[src/bea_pkg.sv]
package bea_pkg;
  localparam int unsigned CLK_FREQ_HZ = 20_000_000;
  localparam int unsigned BUS_CLK_MIN_HZ = 1_000_000;
  localparam int unsigned PUMP_START_NS = 1000;
  localparam int unsigned PUMP_START_CYC =
    (PUMP_START_NS * (CLK_FREQ_HZ / 1_000_000) + 999) / 1000;
  localparam int unsigned NV_ROWS = 16;
  localparam int unsigned NV_COLS = 8;
  localparam logic [7:0] CELL_SELECT_IDX = 8'h0e;
  localparam logic [7:0] NV_STATUS_CONTROL_IDX = 8'h0f;
  localparam logic [7:0] CELL_SELECT_ADDR = {CELL_SELECT_IDX[5:0], 2'b00};
  localparam logic [7:0] NV_STATUS_CONTROL_ADDR = {NV_STATUS_CONTROL_IDX[5:0], 2'b00};
  localparam logic [7:0] CELL_SELECT_RST = 8'h00;
  localparam int unsigned SEL_SPARE_BIT = 7;
  localparam int unsigned SEL_ROW_MSB = 6;
  localparam int unsigned SEL_ROW_LSB = 3;
  localparam int unsigned SEL_COL_MSB = 2;
  localparam int unsigned SEL_COL_LSB = 0;
  localparam int unsigned STS_COLZ_BIT = 0;
  localparam int unsigned STS_PGM_BIT = 2;
  localparam int unsigned STS_ROW_ERASE_BIT = 3;
  localparam int unsigned STS_BULK_ERASE_BIT = 4;
  localparam int unsigned STS_PUMP_EN_BIT = 5;
  localparam int unsigned STS_PUMP_CLK_BIT = 6;
  localparam int unsigned STS_DATA_BIT = 7;
  localparam logic CTRL_BIT_RST = 1'b0;
  localparam logic [1:0] RESP_OKAY = 2'b00;
  localparam logic [1:0] RESP_DECODEERROR = 2'b11;
  typedef enum logic [1:0] {
    BEA_PUMP_OFF = 2'b00,
    BEA_PUMP_RAMP = 2'b01,
    BEA_PUMP_ON = 2'b10
  } bea_pump_state_t;
endpackage : bea_pkg

[src/bea_cell_array.sv]
`timescale 1ns/1ps
`default_nettype none
module bea_cell_array #(
  parameter int unsigned ROWS = bea_pkg::NV_ROWS,
  parameter int unsigned COLS = bea_pkg::NV_COLS,
  parameter logic INIT_VALUE = 1'b0
) (
  input wire logic core_clk_i,
  input wire logic [$clog2(ROWS)-1:0] row_i,
  input wire logic [$clog2(COLS)-1:0] col_i,
  input wire logic hv_i,
  input wire logic program_i,
  input wire logic row_erase_i,
  input wire logic bulk_erase_i,
  output logic rd_bit_o
);
  import bea_pkg::*;
  localparam int unsigned CELLS = ROWS * COLS;
  localparam int unsigned AW = $clog2(CELLS);
  // nonvolatile: no reset; power-up value only for simulation and fpga
  logic [CELLS-1:0] cells = {CELLS{INIT_VALUE}};
  logic [CELLS-1:0] next_cells;
  wire logic [AW-1:0] cell_idx = {row_i, col_i};
  wire logic do_bulk = hv_i & bulk_erase_i;
  wire logic do_row = hv_i & row_erase_i & ~bulk_erase_i;
  wire logic do_pgm = hv_i & program_i & ~row_erase_i & ~bulk_erase_i;

  always_comb begin
    next_cells = cells;
    for (int i = 0; i < CELLS; i++) begin
      if (do_bulk) begin
        next_cells[i] = 1'b0;
      end else if (do_row && (i / COLS) == int'(row_i)) begin
        next_cells[i] = 1'b0;
      end else if (do_pgm && i == int'(cell_idx)) begin
        next_cells[i] = 1'b1;
      end
    end
  end

  always_ff @(posedge core_clk_i) begin
    cells <= next_cells;
  end

  // single sense path through the column selector
  assign rd_bit_o = cells[cell_idx];
endmodule : bea_cell_array
`default_nettype wire

[src/bea_nv_ctrl.sv]
// Chosen here: the Avalon-MM slave port.
`timescale 1ns/1ps
`default_nettype none
module bea_nv_ctrl #(
  parameter int unsigned ROWS = bea_pkg::NV_ROWS,
  parameter int unsigned COLS = bea_pkg::NV_COLS,
  parameter int unsigned PUMP_START_CYCLES = bea_pkg::PUMP_START_CYC,
  parameter logic ARRAY_INIT = 1'b0
) (
  input wire logic core_clk_i,
  input wire logic rst_i,
  input wire logic [7:0] avs_address_i,
  input wire logic avs_read_i,
  input wire logic avs_write_i,
  input wire logic [31:0] avs_writedata_i,
  input wire logic [3:0] avs_byteenable_i,
  output logic [31:0] avs_readdata_o,
  output logic avs_waitrequest_o,
  output logic [1:0] avs_response_o,
  input wire logic ring_osc_i,
  output logic pump_run_o,
  output logic pump_ready_o,
  output logic pump_clk_o,
  output logic pump_clk_from_bus_o,
  output logic column_zero_flag_o,
  output logic sense_data_o
);
  import bea_pkg::*;

  localparam int unsigned ROW_W = $clog2(ROWS);
  localparam int unsigned COL_W = $clog2(COLS);
  localparam int unsigned CNT_W = (PUMP_START_CYCLES > 1) ?
    $clog2(PUMP_START_CYCLES + 1) : 1;
  localparam logic [CNT_W-1:0] START_LOAD = CNT_W'(PUMP_START_CYCLES);
  localparam logic [CNT_W-1:0] CNT_ONE = CNT_W'(1);

  // software visible state
  logic [7:0] cell_select;
  logic cell_program;
  logic row_erase;
  logic bulk_erase;
  logic pump_enable;
  logic pump_clock_source;
  logic sense_bit;

  // bus handshake
  logic next_waitrequest;
  logic [31:0] next_readdata;
  logic [1:0] next_response;

  // pump sequencing
  bea_pump_state_t pump_state;
  bea_pump_state_t next_pump_state;
  logic [CNT_W-1:0] ramp_cnt;
  logic [CNT_W-1:0] next_ramp_cnt;

  // ring oscillator sampling
  logic ring_meta;
  logic ring_sync;
  logic bus_div;

  // array sense path
  logic array_rd_bit;

  // address decode
  wire logic bus_req = avs_read_i | avs_write_i;
  wire logic hit_select = (avs_address_i == CELL_SELECT_ADDR);
  wire logic hit_status = (avs_address_i == NV_STATUS_CONTROL_ADDR);
  wire logic hit_any = hit_select | hit_status;
  // first edge of a request drops waitrequest, the second commits
  wire logic bus_commit = bus_req & ~avs_waitrequest_o;
  wire logic bus_accept = bus_req & avs_waitrequest_o;
  wire logic lane0_wr = bus_commit & avs_write_i & avs_byteenable_i[0];
  wire logic wr_select = lane0_wr & hit_select;
  wire logic wr_status = lane0_wr & hit_status;

  // cell address fields
  wire logic [ROW_W-1:0] sel_row = cell_select[SEL_ROW_MSB:SEL_ROW_LSB];
  wire logic [COL_W-1:0] sel_col = cell_select[SEL_COL_MSB:SEL_COL_LSB];
  wire logic col_zero = (sel_col == '0);

  // pump request terms
  wire logic any_op = cell_program | row_erase | bulk_erase;
  wire logic pump_start_req = pump_enable & any_op;
  wire logic pump_all_clear = ~any_op & ~pump_enable;
  wire logic pump_active = (pump_state != BEA_PUMP_OFF);
  wire logic hv_present = (pump_state == BEA_PUMP_ON);

  // readback words; status bit 1 stays zero, narrow data in the low byte
  wire logic [31:0] select_word = {24'h000000, cell_select};
  wire logic [7:0] status_byte = {
    sense_bit,
    pump_clock_source,
    pump_enable,
    bulk_erase,
    row_erase,
    cell_program,
    1'b0,
    col_zero
  };
  wire logic [31:0] status_word = {24'h000000, status_byte};
  wire logic [31:0] rd_mux = hit_select ? select_word :
                             hit_status ? status_word : 32'h00000000;

  // written control bits; flag and data positions are dropped
  wire logic wd_pgm = avs_writedata_i[STS_PGM_BIT];
  wire logic wd_row = avs_writedata_i[STS_ROW_ERASE_BIT];
  wire logic wd_bulk = avs_writedata_i[STS_BULK_ERASE_BIT];
  wire logic wd_pen = avs_writedata_i[STS_PUMP_EN_BIT];
  wire logic wd_pclk = avs_writedata_i[STS_PUMP_CLK_BIT];

  // waitrequest and read data
  always_comb begin
    next_waitrequest = 1'b1;
    if (bus_accept) begin
      next_waitrequest = 1'b0;
    end
  end

  always_comb begin
    next_readdata = avs_readdata_o;
    next_response = avs_response_o;
    if (bus_accept) begin
      next_response = hit_any ? RESP_OKAY : RESP_DECODEERROR;
      if (avs_read_i) begin
        next_readdata = rd_mux;
      end else begin
        next_readdata = 32'h00000000;
      end
    end
  end

  always_ff @(posedge core_clk_i) begin
    if (rst_i) begin
      avs_waitrequest_o <= 1'b1;
      avs_readdata_o <= 32'h00000000;
      avs_response_o <= RESP_OKAY;
    end else begin
      avs_waitrequest_o <= next_waitrequest;
      avs_readdata_o <= next_readdata;
      avs_response_o <= next_response;
    end
  end

  // cell select register, spare bit is plain storage
  always_ff @(posedge core_clk_i) begin
    if (rst_i) begin
      cell_select <= CELL_SELECT_RST;
    end else if (wr_select) begin
      cell_select <= avs_writedata_i[7:0];
    end
  end

  // control bits of the status/control register
  always_ff @(posedge core_clk_i) begin
    if (rst_i) begin
      cell_program <= CTRL_BIT_RST;
      row_erase <= CTRL_BIT_RST;
      bulk_erase <= CTRL_BIT_RST;
      pump_enable <= CTRL_BIT_RST;
      pump_clock_source <= CTRL_BIT_RST;
    end else if (wr_status) begin
      cell_program <= wd_pgm;
      row_erase <= wd_row;
      bulk_erase <= wd_bulk;
      pump_enable <= wd_pen;
      pump_clock_source <= wd_pclk;
    end
  end

  // pump sequencer: ramp up for the startup time, then hold voltage
  always_comb begin
    next_pump_state = pump_state;
    next_ramp_cnt = ramp_cnt;
    case (pump_state)
      BEA_PUMP_OFF: begin
        if (pump_start_req) begin
          next_pump_state = BEA_PUMP_RAMP;
          next_ramp_cnt = START_LOAD;
        end
      end
      BEA_PUMP_RAMP: begin
        if (pump_all_clear) begin
          next_pump_state = BEA_PUMP_OFF;
        end else if (ramp_cnt <= CNT_ONE) begin
          next_pump_state = BEA_PUMP_ON;
          next_ramp_cnt = '0;
        end else begin
          next_ramp_cnt = ramp_cnt - CNT_ONE;
        end
      end
      BEA_PUMP_ON: begin
        // keeps running even with enable low while an op bit is set
        if (pump_all_clear) begin
          next_pump_state = BEA_PUMP_OFF;
        end
      end
      default: begin
        next_pump_state = BEA_PUMP_OFF;
        next_ramp_cnt = '0;
      end
    endcase
  end

  always_ff @(posedge core_clk_i) begin
    if (rst_i) begin
      pump_state <= BEA_PUMP_OFF;
      ramp_cnt <= '0;
    end else begin
      pump_state <= next_pump_state;
      ramp_cnt <= next_ramp_cnt;
    end
  end

  // ring oscillator comes from outside this clock domain
  always_ff @(posedge core_clk_i) begin
    if (rst_i) begin
      ring_meta <= 1'b0;
      ring_sync <= 1'b0;
    end else begin
      ring_meta <= ring_osc_i;
      ring_sync <= ring_meta;
    end
  end

  // bus clock source gives half rate; pump stage wants a square wave
  always_ff @(posedge core_clk_i) begin
    if (rst_i) begin
      bus_div <= 1'b0;
    end else if (pump_active) begin
      bus_div <= ~bus_div;
    end else begin
      bus_div <= 1'b0;
    end
  end

  wire logic pump_clk_src = pump_clock_source ? bus_div : ring_sync;
  wire logic next_pump_clk = pump_active & pump_clk_src;

  always_ff @(posedge core_clk_i) begin
    if (rst_i) begin
      pump_clk_o <= 1'b0;
      pump_run_o <= 1'b0;
      pump_ready_o <= 1'b0;
      pump_clk_from_bus_o <= 1'b0;
    end else begin
      pump_clk_o <= next_pump_clk;
      pump_run_o <= pump_active;
      pump_ready_o <= hv_present;
      pump_clk_from_bus_o <= pump_clock_source;
    end
  end

  // cell array; writes only with high voltage present
  bea_cell_array #(
    .ROWS(ROWS),
    .COLS(COLS),
    .INIT_VALUE(ARRAY_INIT)
  ) u_array (
    .core_clk_i(core_clk_i),
    .row_i(sel_row),
    .col_i(sel_col),
    .hv_i(hv_present),
    .program_i(cell_program),
    .row_erase_i(row_erase),
    .bulk_erase_i(bulk_erase),
    .rd_bit_o(array_rd_bit)
  );

  // status sense bit is raw while controls are active; sense_data_o is held low then
  wire logic sense_valid = ~any_op & ~pump_enable;

  always_ff @(posedge core_clk_i) begin
    if (rst_i) begin
      sense_bit <= array_rd_bit;
    end else begin
      sense_bit <= array_rd_bit;
    end
  end

  always_ff @(posedge core_clk_i) begin
    if (rst_i) begin
      column_zero_flag_o <= 1'b1;
      sense_data_o <= array_rd_bit;
    end else begin
      column_zero_flag_o <= col_zero;
      sense_data_o <= array_rd_bit & sense_valid;
    end
  end
endmodule : bea_nv_ctrl
`default_nettype wire

[config.mk]
export PLATFORM = sky130hd
export DESIGN_NAME = bea_nv_ctrl
export DESIGN_NICKNAME = d
export VERILOG_FILES = /design/src/bea_pkg.sv /design/src/bea_cell_array.sv /design/src/bea_nv_ctrl.sv
export SDC_FILE = /design/constraint.sdc
export NUM_CORES = 1
export LEC_CHECK = 0
export BUFFER_PORTS_ARGS = -buffer_cell sky130_fd_sc_hd__buf_2
export CAP_MARGIN = 20
export CORE_AREA = 2 2 142 144
export CTS_CLUSTER_SIZE = 30
export DETAILED_ROUTE_END_ITERATION = 6
export DIE_AREA = 0 0 144 146
export HOLD_SLACK_MARGIN = 0.03
export PLACE_DENSITY = 0.66
export SLEW_MARGIN = 0
export SYNTH_ARGS = -nofsm -noshare
export SYNTH_HDL_FRONTEND = slang
export SYNTH_HIERARCHICAL = 1
export SYNTH_SLANG_ARGS = --single-unit
[constraint.sdc]
create_clock -name core_clk_i -period 3.8 [get_ports core_clk_i]
set_clock_uncertainty 0.2 [all_clocks]
set_input_delay 0.57 -clock core_clk_i [delete_from_list [all_inputs] [get_ports core_clk_i]]
set_output_delay 0.57 -clock core_clk_i [all_outputs]
set_load 0.05 [all_outputs]
**Word-level counts from Yosys, hierarchy flattened**

Cells that the tools add are included.
Widths: inputs -> output; s select.

- Memories: 0
- Bits in read-only memories: 0
- Bits in registers: 193
- Output and inout bits: 41
- Memory bits (writable): 0
- Latch bits: 0

- Shifts and indexed selects: 0
- Multipliers: 0
- Div/mod/pow operators: 0
- Bitwise gates (word level): 28
- Add/sub/neg operators: 1
- Reduce and logical (&&, ||, !) cells: 168
- Multiplexer cells: 18
- $lt $le $gt $ge: 2
- Equal/unequal tests: 150

Operators with widths:

| cell | number |
|---|---|
| $eq 7x7->1 const A | 64 |
| $eq 6x7->1 const A | 32 |
| $logic_and 1x1->1 | 144 |
| $eq 5x7->1 const A | 16 |
| $eq 4x7->1 const A | 8 |
| $reduce_or 2->1 | 17 |
| $eq 4x4->1 const A | 8 |
| $eq 3x7->1 const A | 4 |
| $mux 8 | 3 |
| $and 1x1->1 | 16 |
| $eq 3x4->1 const A | 4 |
| $eq 8x6->1 const B | 2 |
| $mux 5 | 3 |
| $pmux 5 s3 | 1 |
| $eq 2x7->1 const A | 2 |
| $mux 2 | 5 |
| $eq 2x4->1 const A | 2 |
| $lt 7x8->1 const B | 1 |
| $not 1->1 | 8 |
| $bmux 1 s7 | 1 |
| $eq 1x7->1 const A | 1 |
| $logic_not 7->1 | 1 |
| $ne 2x2->1 const B | 3 |
| $pmux 2 s3 | 1 |
| other kinds (13) | 20 |

**Longest topological paths before layout**

Gate-level depths: netlist of run 1.

- Depth after elaboration: 6
- Depth in mapped cells: 8
- Mapped depth without buffers: 6

**Cells and area by module**

Netlist of run 1, hierarchy kept.

Modules (own cells, without submodules):

| module | cells an instance | sequential area each (sq um) | times used | area each (sq um) |
|---|---|---|---|---|
| bea_cell_array | 574 | 2,562.5 | 1 | 5,301.3 |
| bea_nv_ctrl | 196 | 800.8 | 1 | 1,839.3 |

**Least setup slack after synthesis of run 1**

No wires, ideal clock.

- Path kind: input -> register
- Start: input port avs_address_i[6]
- End: register cell_select[3]
- Path slack: 1.409 ns
- Arrival: 2.064 ns
- Setup time: 0.128 ns
- Data required time: 3.472 ns
- Cell stages on the path: 5
- Cell sequence: or4b_4 -> buf_6 -> nor4_4 -> mux2i_1 -> nor2_1

- Word-level cells in the longest chain between the ends: 2

Ends and longest elaborated chain:

| element | line | source |
|---|---|---|
| from (decl) | bea_nv_ctrl.sv:12 | `input wire logic [7:0] avs_address_i,` |
| $eq 8x6->1 | bea_nv_ctrl.sv:67 | `wire logic hit_select = (avs_address_i == CELL_SELECT_ADDR);` |
| $and 1x1->1 | bea_nv_ctrl.sv:74 | `wire logic wr_select = lane0_wr & hit_select;` |
| to (signal assigned) | bea_nv_ctrl.sv:150 | `cell_select <= avs_writedata_i[7:0];` |
| to (decl) | bea_nv_ctrl.sv:38 | `logic [7:0] cell_select;` |

Every way passes these cells.
A chain may end at the register's enable or synchronous reset.

**Worst setup path in the final report of run 1**

- Start: register cell_select[2]
- End: register sense_data_o

- Word-level cells in the longest chain between the ends: 4

Ends and longest elaborated chain:

| element | line | source |
|---|---|---|
| $bmux 1 s7 (*) | bea_cell_array.sv:46 | `assign rd_bit_o = cells[cell_idx];` |
| $mux 1 (implied by the code) (*) | bea_cell_array.sv:46 |  |
| named net array_rd_bit | bea_nv_ctrl.sv:63 | `logic array_rd_bit;` |
| $and 1x1->1 | bea_nv_ctrl.sv:287 | `sense_data_o <= array_rd_bit & sense_valid;` |
| $mux 1 (*) | bea_nv_ctrl.sv:282 | `if (rst_i) begin` |
| to (signal assigned) | bea_nv_ctrl.sv:284 | `sense_data_o <= array_rd_bit;` |
| to (signal assigned) | bea_nv_ctrl.sv:287 |  |
| to (decl) | bea_nv_ctrl.sv:26 | `output logic sense_data_o` |

The timed path passes the listed nets; every way through them passes the cells marked *. The select of a mux whose other input is x is not followed.

==> results of run 1 <==
cell type report:
| class | count | area, um^2 |
|---|---|---|
| Clock inverter | 13 | 170 |
| Timing Repair Buffer | 51 | 288 |
| Clock buffer | 19 | 453 |
| Multi-Input combinational cell | 552 | 3450 |
| Fill cell | 1911 | 11300 |
| Tap cell | 265 | 332 |
| Inverter | 5 | 18.8 |
| Sequential cell | 168 | 3370 |
worst register-to-register path, delay by kind of cell (launching register included):
kind / cells / cell delay, ps
DFF: 1 / 1040
and+or+nand+nor: 2 / 490
buffers and inverters: 1 / 360
AOI/OAI and AO/OA: 3 / 320
muxes: 1 / 310
registers in the layout, summed over array words and instances, names as in the netlist, 2 cells and up:
name            count
cell_select         8
u_array/cells     128
avs_readdata_o      8
ramp_cnt            5
pump_state          2
layer usage:
| layer | global-route usage [%] | vias up | wire [um] |
|---|---|---|---|
| li1 | - | 2738 | - |
| met1 | 22.2 | 2672 | 7730 |
| met2 | 26.7 | 173 | 7910 |
| met3 | 4.44 | 25 | 919 |
| met4 | 5.05 | 0 | 258 |
| met5 | 0 | - | 0 |
worst paths after layout:
| kind | start | to | slack, ps |
|---|---|---|---|
| worst max register to register | cell_select[2] | sense_data_o | 980 |
| worst min register to register | bus_div | bus_div | 220 |
| worst min-delay path | ring_osc_i | ring_meta | 180 |
| worst max-delay path | cell_select[2] | sense_data_o | 980 |
per-stage QoR:
step | power, uW | cells | setup WS (ps) | hold WS, ps | util [%]
5_1_grt | 3760 | 1073 | 781 | 175 | 41.8
4_1_cts | 3690 | 1073 | 995 | 170 | 41.8
6_report | 3650 | 1073 | 977 | 180 | 41.8
2_1_floorplan | 1900 | 793 | 1410 | 190 | -
3_3_place_gp | 1900 | 1041 | 1040 | 199 | 38.6
3_5_place_dp | 1900 | 1041 | 1030 | 211 | 38.6
power by group through the flow:
| stage | Sequential, uW | Clock, uW | Combinational (uW) |
|---|---|---|---|
| 2_1_floorplan | 1810 | 0 | 93.9 |
| 3_3_place_gp | 1800 | 0 | 96.9 |
| 3_5_place_dp | 1800 | 0 | 97.1 |
| 4_1_cts | 1760 | 1820 | 97.2 |
| 5_1_grt | 1760 | 1890 | 104 |
| 6_report | 1760 | 1790 | 97.4 |
kinds of logic (layout without fill, tap and decap cells):
family	count (synthesis)	in the layout
simple gates	267	267
compound gates	195	195
flops	168	168
buf+inv	73	88
mux	64	64
fa+ha+maj	2	2
other cells	1	24
cells in the final DEF, fill, tap and decap left out, types with 11 or more instances in the layout:
master / n
o21ai_1: 16
nor3_1: 13
dfxtp_1: 166
conb_1: 24
nor2b_1: 11
nor2_1: 171
buf_2: 38
clkbuf_16: 17
mux2i_1: 33
buf_4: 13
nand2_1: 25
mux4_2: 20
a21oi_1: 131
==> results.yml, run 1 <==
status:
  status: "finished, final reports clean"
placement:
  gp_congestion: 0.835
  postPlaceCellArea_um2: 7460
  port_buffers: 38
  dp_hpwl_um: 11200
final_layout:
  final_nets: 846
  area_delta_synth_final_pct: 13.2
  drive_gt1_share_pct: 15.8
  diodes: 0
  fin_area_um2: 8080
power_and_ir_drop:
  leakagePower_uw: 0.00318
  share_comb_of_total_power_pct: 2.7
  powerDensity_nw_per_um2: 452
  p_seq_share_pct: 48.3
  ir_worst_vdd_mv: 0.260
  switching_power_uw: 798
  clkPwrFrac_pct: 49.0
  swShare_pct: 21.8
  internal_power_uw: 2850
sta:
  rsz0062_at_grt: "false"
  tns_ps: 0
  min_period_over_period_pct: 74.3
  setup_viol: 0
  min_period_ps: 2820
  fmax_ghz: 0.354
  finalHoldViolCount: 0
  drv_slew: 0
  max_slew.worst_pin.slew_ps: 1090
  slew_headroom_pct: 27.3
worst_setup_path:
  cp_max_fo: 25
  worstPathRequired_ps: 3920
  cpLargestDelayFamily: "flip-flops"
  end_kind: "register"
  startpoint_type: "register"
  crit_chain: "buf_4 > mux4_2 > nor2_1 > a211oi_1 > nor4_1 > a22oi_2 > o21a_1"
  cp.depth: 7
  path_class: "register to register"
  critPathBufInv: 1
  crit_arrival_ps: 2940
  crit_slowest_cell: "dfxtp_1"
  critPathMaxStageDelay_ps: 1040
  r2r.worst_path.cells: 7
clock_tree:
  cts_buffers: 17
  holdBufCountCts: 0
  clk_latency_ps: 430
  cts-root-buf: "clkbuf_16"
  cts_tree: "done"
  htreeDepth: 4
  cts_sinks: 168
  cts_resized: 0
  cts_buffer_depth: 2
  path_clk_slew_ps: 60
  post-cts-setup-buffers: 0
synthesis:
  ys_seq_area_share_pct: 47.1
  synth_edf_count: 0
  synthFlopType: "dfxtp_1"
  yosys_warnings: 6
  synth_top_area_share_pct: 47.1
  syn_area_per_cell_um2: 9.27
  synthTopCellsByArea: "dfxtp_1 47%, a21oi_1 9.2%, nor2_1 9.0%"
  synthAdderAreaFrac_pct: 0.350
  ys_seq_elements: 168
  synth_top_cell_by_area: "dfxtp_1"
  synth_cell_types: 62
  synth_xor_area_share_pct: 0
  synth_common_cells: "171 x nor2_1, 168 x dfxtp_1, 131 x a21oi_1, 33 x mux2i_1, 29 x buf_4"
  syn_inst: 770
  synth_top_family_by_area: "simple AND/OR/NAND/NOR gates"
  muxShareOfSynthArea_pct: 13.7
  syn_area_um2: 7140
  synth.most_common_cell: "nor2_1"
  synth_compound_area_share_pct: 15.5
  synthArstFlopShare_pct: 0
  synthSimpleGateAreaFrac_pct: 17.6
die:
  rows: 51
  pin_count: 90
  fp.dieW_um: 144
  chipHeight_um: 146
  die-area_um2: 21000
  core_region_area_um2: 19300
  start_util_pct: 36.9
drt:
  drt_pass1_iterations: 5
  drcViolationCount: 0
  wl_per_cell_um: 15.7
  drt-initial-drc-count: 432
  vias: 5608
  vias_per_cell: 5.23
  routed_wl_um: 16800
  antenna_left: 0
global_route:
  grt_max_degree: 39
  gr-total-overflow: 0
  antenna_found_initial: 0
  grt_pass1_wl_um: 28000
  grt_pass1_vias: 5431
  grt_use_total_pct: 16.8
min_path:
  worst_hold_path_type: "primary input to register"
  hold_path_depth: 2
run:
  maxCapViolCount: 0
Note: power is estimated with default switching activity, not from simulation.
==> run 2, diff against run 1 <==
Settings changed: PLACE_DENSITY 0.66 to 0.68.
Clock period 3.8 ns to 2.3 ns, I/O delays scaled along.
==> run 2 against run 1 <==
Net effect:
- the flow now finishes with violations (setup timing)
- clock power increased by 68%
- first-iteration DRC count is 37% higher
- combinational power is 79% higher
- wire length increased by 7.4%
- worst setup slack worse by 980 ps
- critical endpoint unchanged
- highest routed layer unchanged
==> results.yml, run 2 (synthesis gave the netlist of run 1 again) <==
die:
  start_util_pct: 36.9
  chipHeight_um: 146
  core_region_area_um2: 19300
  rows: 51
  die-area_um2: 21000
  fp.dieW_um: 144
  pin_count: 90
placement:
  port_buffers: 38
  gp_congestion: 0.876
  dp_cells: 1115
  detailedPlace.worstSlack_ps: -40.5
  dp_hpwl_um: 12300
final_layout:
  fillers: 1846
  drive_gt1_share_pct: 23.3
  diodes: 0
  final_nets: 930
  top_register: "u_array/cells"
  final_core_util_pct: 45.6
  top_regs: "u_array/cells x128, avs_readdata_o x8, cell_select x8"
  area_delta_synth_final_pct: 23.4
  final_cells: 1156
  largest_register_ffs: 128
  final_common_cell: "nor2_1"
  final_cell_mix: "171 x nor2_1, 166 x dfxtp_1, 131 x a21oi_1"
sta:
  finalHoldViolCount: 0
  fmax_ghz: 0.433
  setup_viol: 1
  max_slew.worst_pin.slew_ps: 1040
  tns_ps: -7.30
  rsz0062_at_grt: "true"
  min_period_ps: 2310
  min_period_over_period_pct: 100
  slew_headroom_pct: 30.3
  drv_slew: 0
  fin_ws_ps: -7.30
worst_setup_path:
  critPathMaxStageDelay_ps: 520
  cp_max_fo: 12
  critPathBufInv: 2
  cpLargestDelayFamily: "multiplexers"
  crit_slowest_cell: "mux4_2"
  end_kind: "register"
  startpoint_type: "register"
  path_class: "register to register"
  crit_arrival_ps: 2430
  crit_chain: "buf_6 > mux4_2 > mux2i_1 > o32ai_1 > nor4_1 > buf_4 > a22oi_2 > o21a_1"
  worstPathRequired_ps: 2420
power_and_ir_drop:
  ir_worst_vdd_mv: 0.446
  internal_power_uw: 4820
  swShare_pct: 20.9
  p_seq_share_pct: 47.8
  switching_power_uw: 1280
  clkPwrFrac_pct: 49.3
  powerDensity_nw_per_um2: 692
  share_comb_of_total_power_pct: 2.9
  leakagePower_uw: 0.00363
clock_tree:
  cts_buffers: 17
  clk_latency_ps: 420
  cts_tree: "done"
  path_clk_slew_ps: 60
  cts-root-buf: "clkbuf_16"
  cts_buffer_depth: 2
  cts_sinks: 168
  htreeDepth: 4
global_route:
  gr-total-overflow: 0
  grt_pass1_vias: 5671
  grt_max_degree: 39
  grt_use_total_pct: 17.6
  antenna_found_initial: 0
  grt_pass1_wl_um: 29400
drt:
  drcViolationCount: 0
  antenna_left: 0
  drt_pass1_iterations: 5
  vias: 6017
  wl_per_cell_um: 15.6
  vias_per_cell: 5.21
  routed_wl_um: 18100
  drt-initial-drc-count: 590
status:
  violations: "setup timing"
  status: "complete, but fails checks"
min_path:
  worst_hold_path_type: "primary input to register"
run:
  maxCapViolCount: 0
run 2: cell count changes in the layout (fill, tap and decap cells not counted), moves of 2 or more:
cell / before / now
dfxtp_4: 0 / 2
clkinvlp_4: 2 / 0
mux4_1: 5 / 2
buf_4: 13 / 82
mux4_2: 20 / 23
buf_12: 0 / 4
dfxtp_2: 2 / 0
buf_6: 0 / 2
dlygate4sd3_1: 0 / 9
run 2: worst paths after layout:
check / start / to / slack [ps] / cells past startpoint
hold reg to reg: bus_div / bus_div / 230 / 1
setup reg to reg: cell_select[0] / sense_data_o / -7 / 8
setup / recovery: cell_select[0] / sense_data_o / -7 / 8
hold / removal: avs_address_i[2] / avs_readdata_o[0] / 150 / 3
run 2: final cells by class:
| type | count | area [um^2] | share of cell area, % |
|---|---|---|---|
| Clock buffer | 20 | 457 | 5.18 |
| Multi-Input combinational cell | 552 | 3470 | 39.3 |
| Sequential cell | 168 | 3370 | 38.3 |
| Clock inverter | 11 | 170 | 1.93 |
| Inverter | 5 | 18.8 | 0.213 |
| Timing Repair Buffer | 135 | 998 | 11.3 |
| Tap cell | 265 | 332 | 3.76 |
run 2: repair_timing:
item	CTS	global route
endpoints found under the setup margin	1	2
setup buffers	1	0
resized for setup	7	4
endpoints found under the hold margin	14	0
hold buffers	9	0
run 2: through the flow:
stage                     hold slack (ps)  instance area (um^2)  total power [uW]
after CTS                             138                  8790              6150
final                                 146                  8810              6090
after floorplan                       190                  7230              3150
after global routing                  144                  8810              6280
after global placement                200                  8060              3140
after detailed placement              223                  8060              3140
run 2: power groups by stage:
stage / Clock (uW) / Combinational (uW) / Sequential [uW]
floorplan: 0 / 155 / 2990
global placement: 0 / 161 / 2980
detailed placement: 0 / 162 / 2980
CTS: 3060 / 174 / 2920
global route: 3190 / 185 / 2910
finish: 3010 / 174 / 2910
run 2: worst min-delay path: stages:
cell	delay [ps]
buf_2	180
nand4b_1	120
a31oi_1	80
run 2: routing by layer:
layer  global-route usage, %  part of all wire (%)  vias up
li1                        -                     -     2906
met1                    24.3                    46     2884
met2                    27.7                    47      205
met3                    4.11                   5.8       22
met4                    4.56                   1.5        0
met5                       0                     0        -
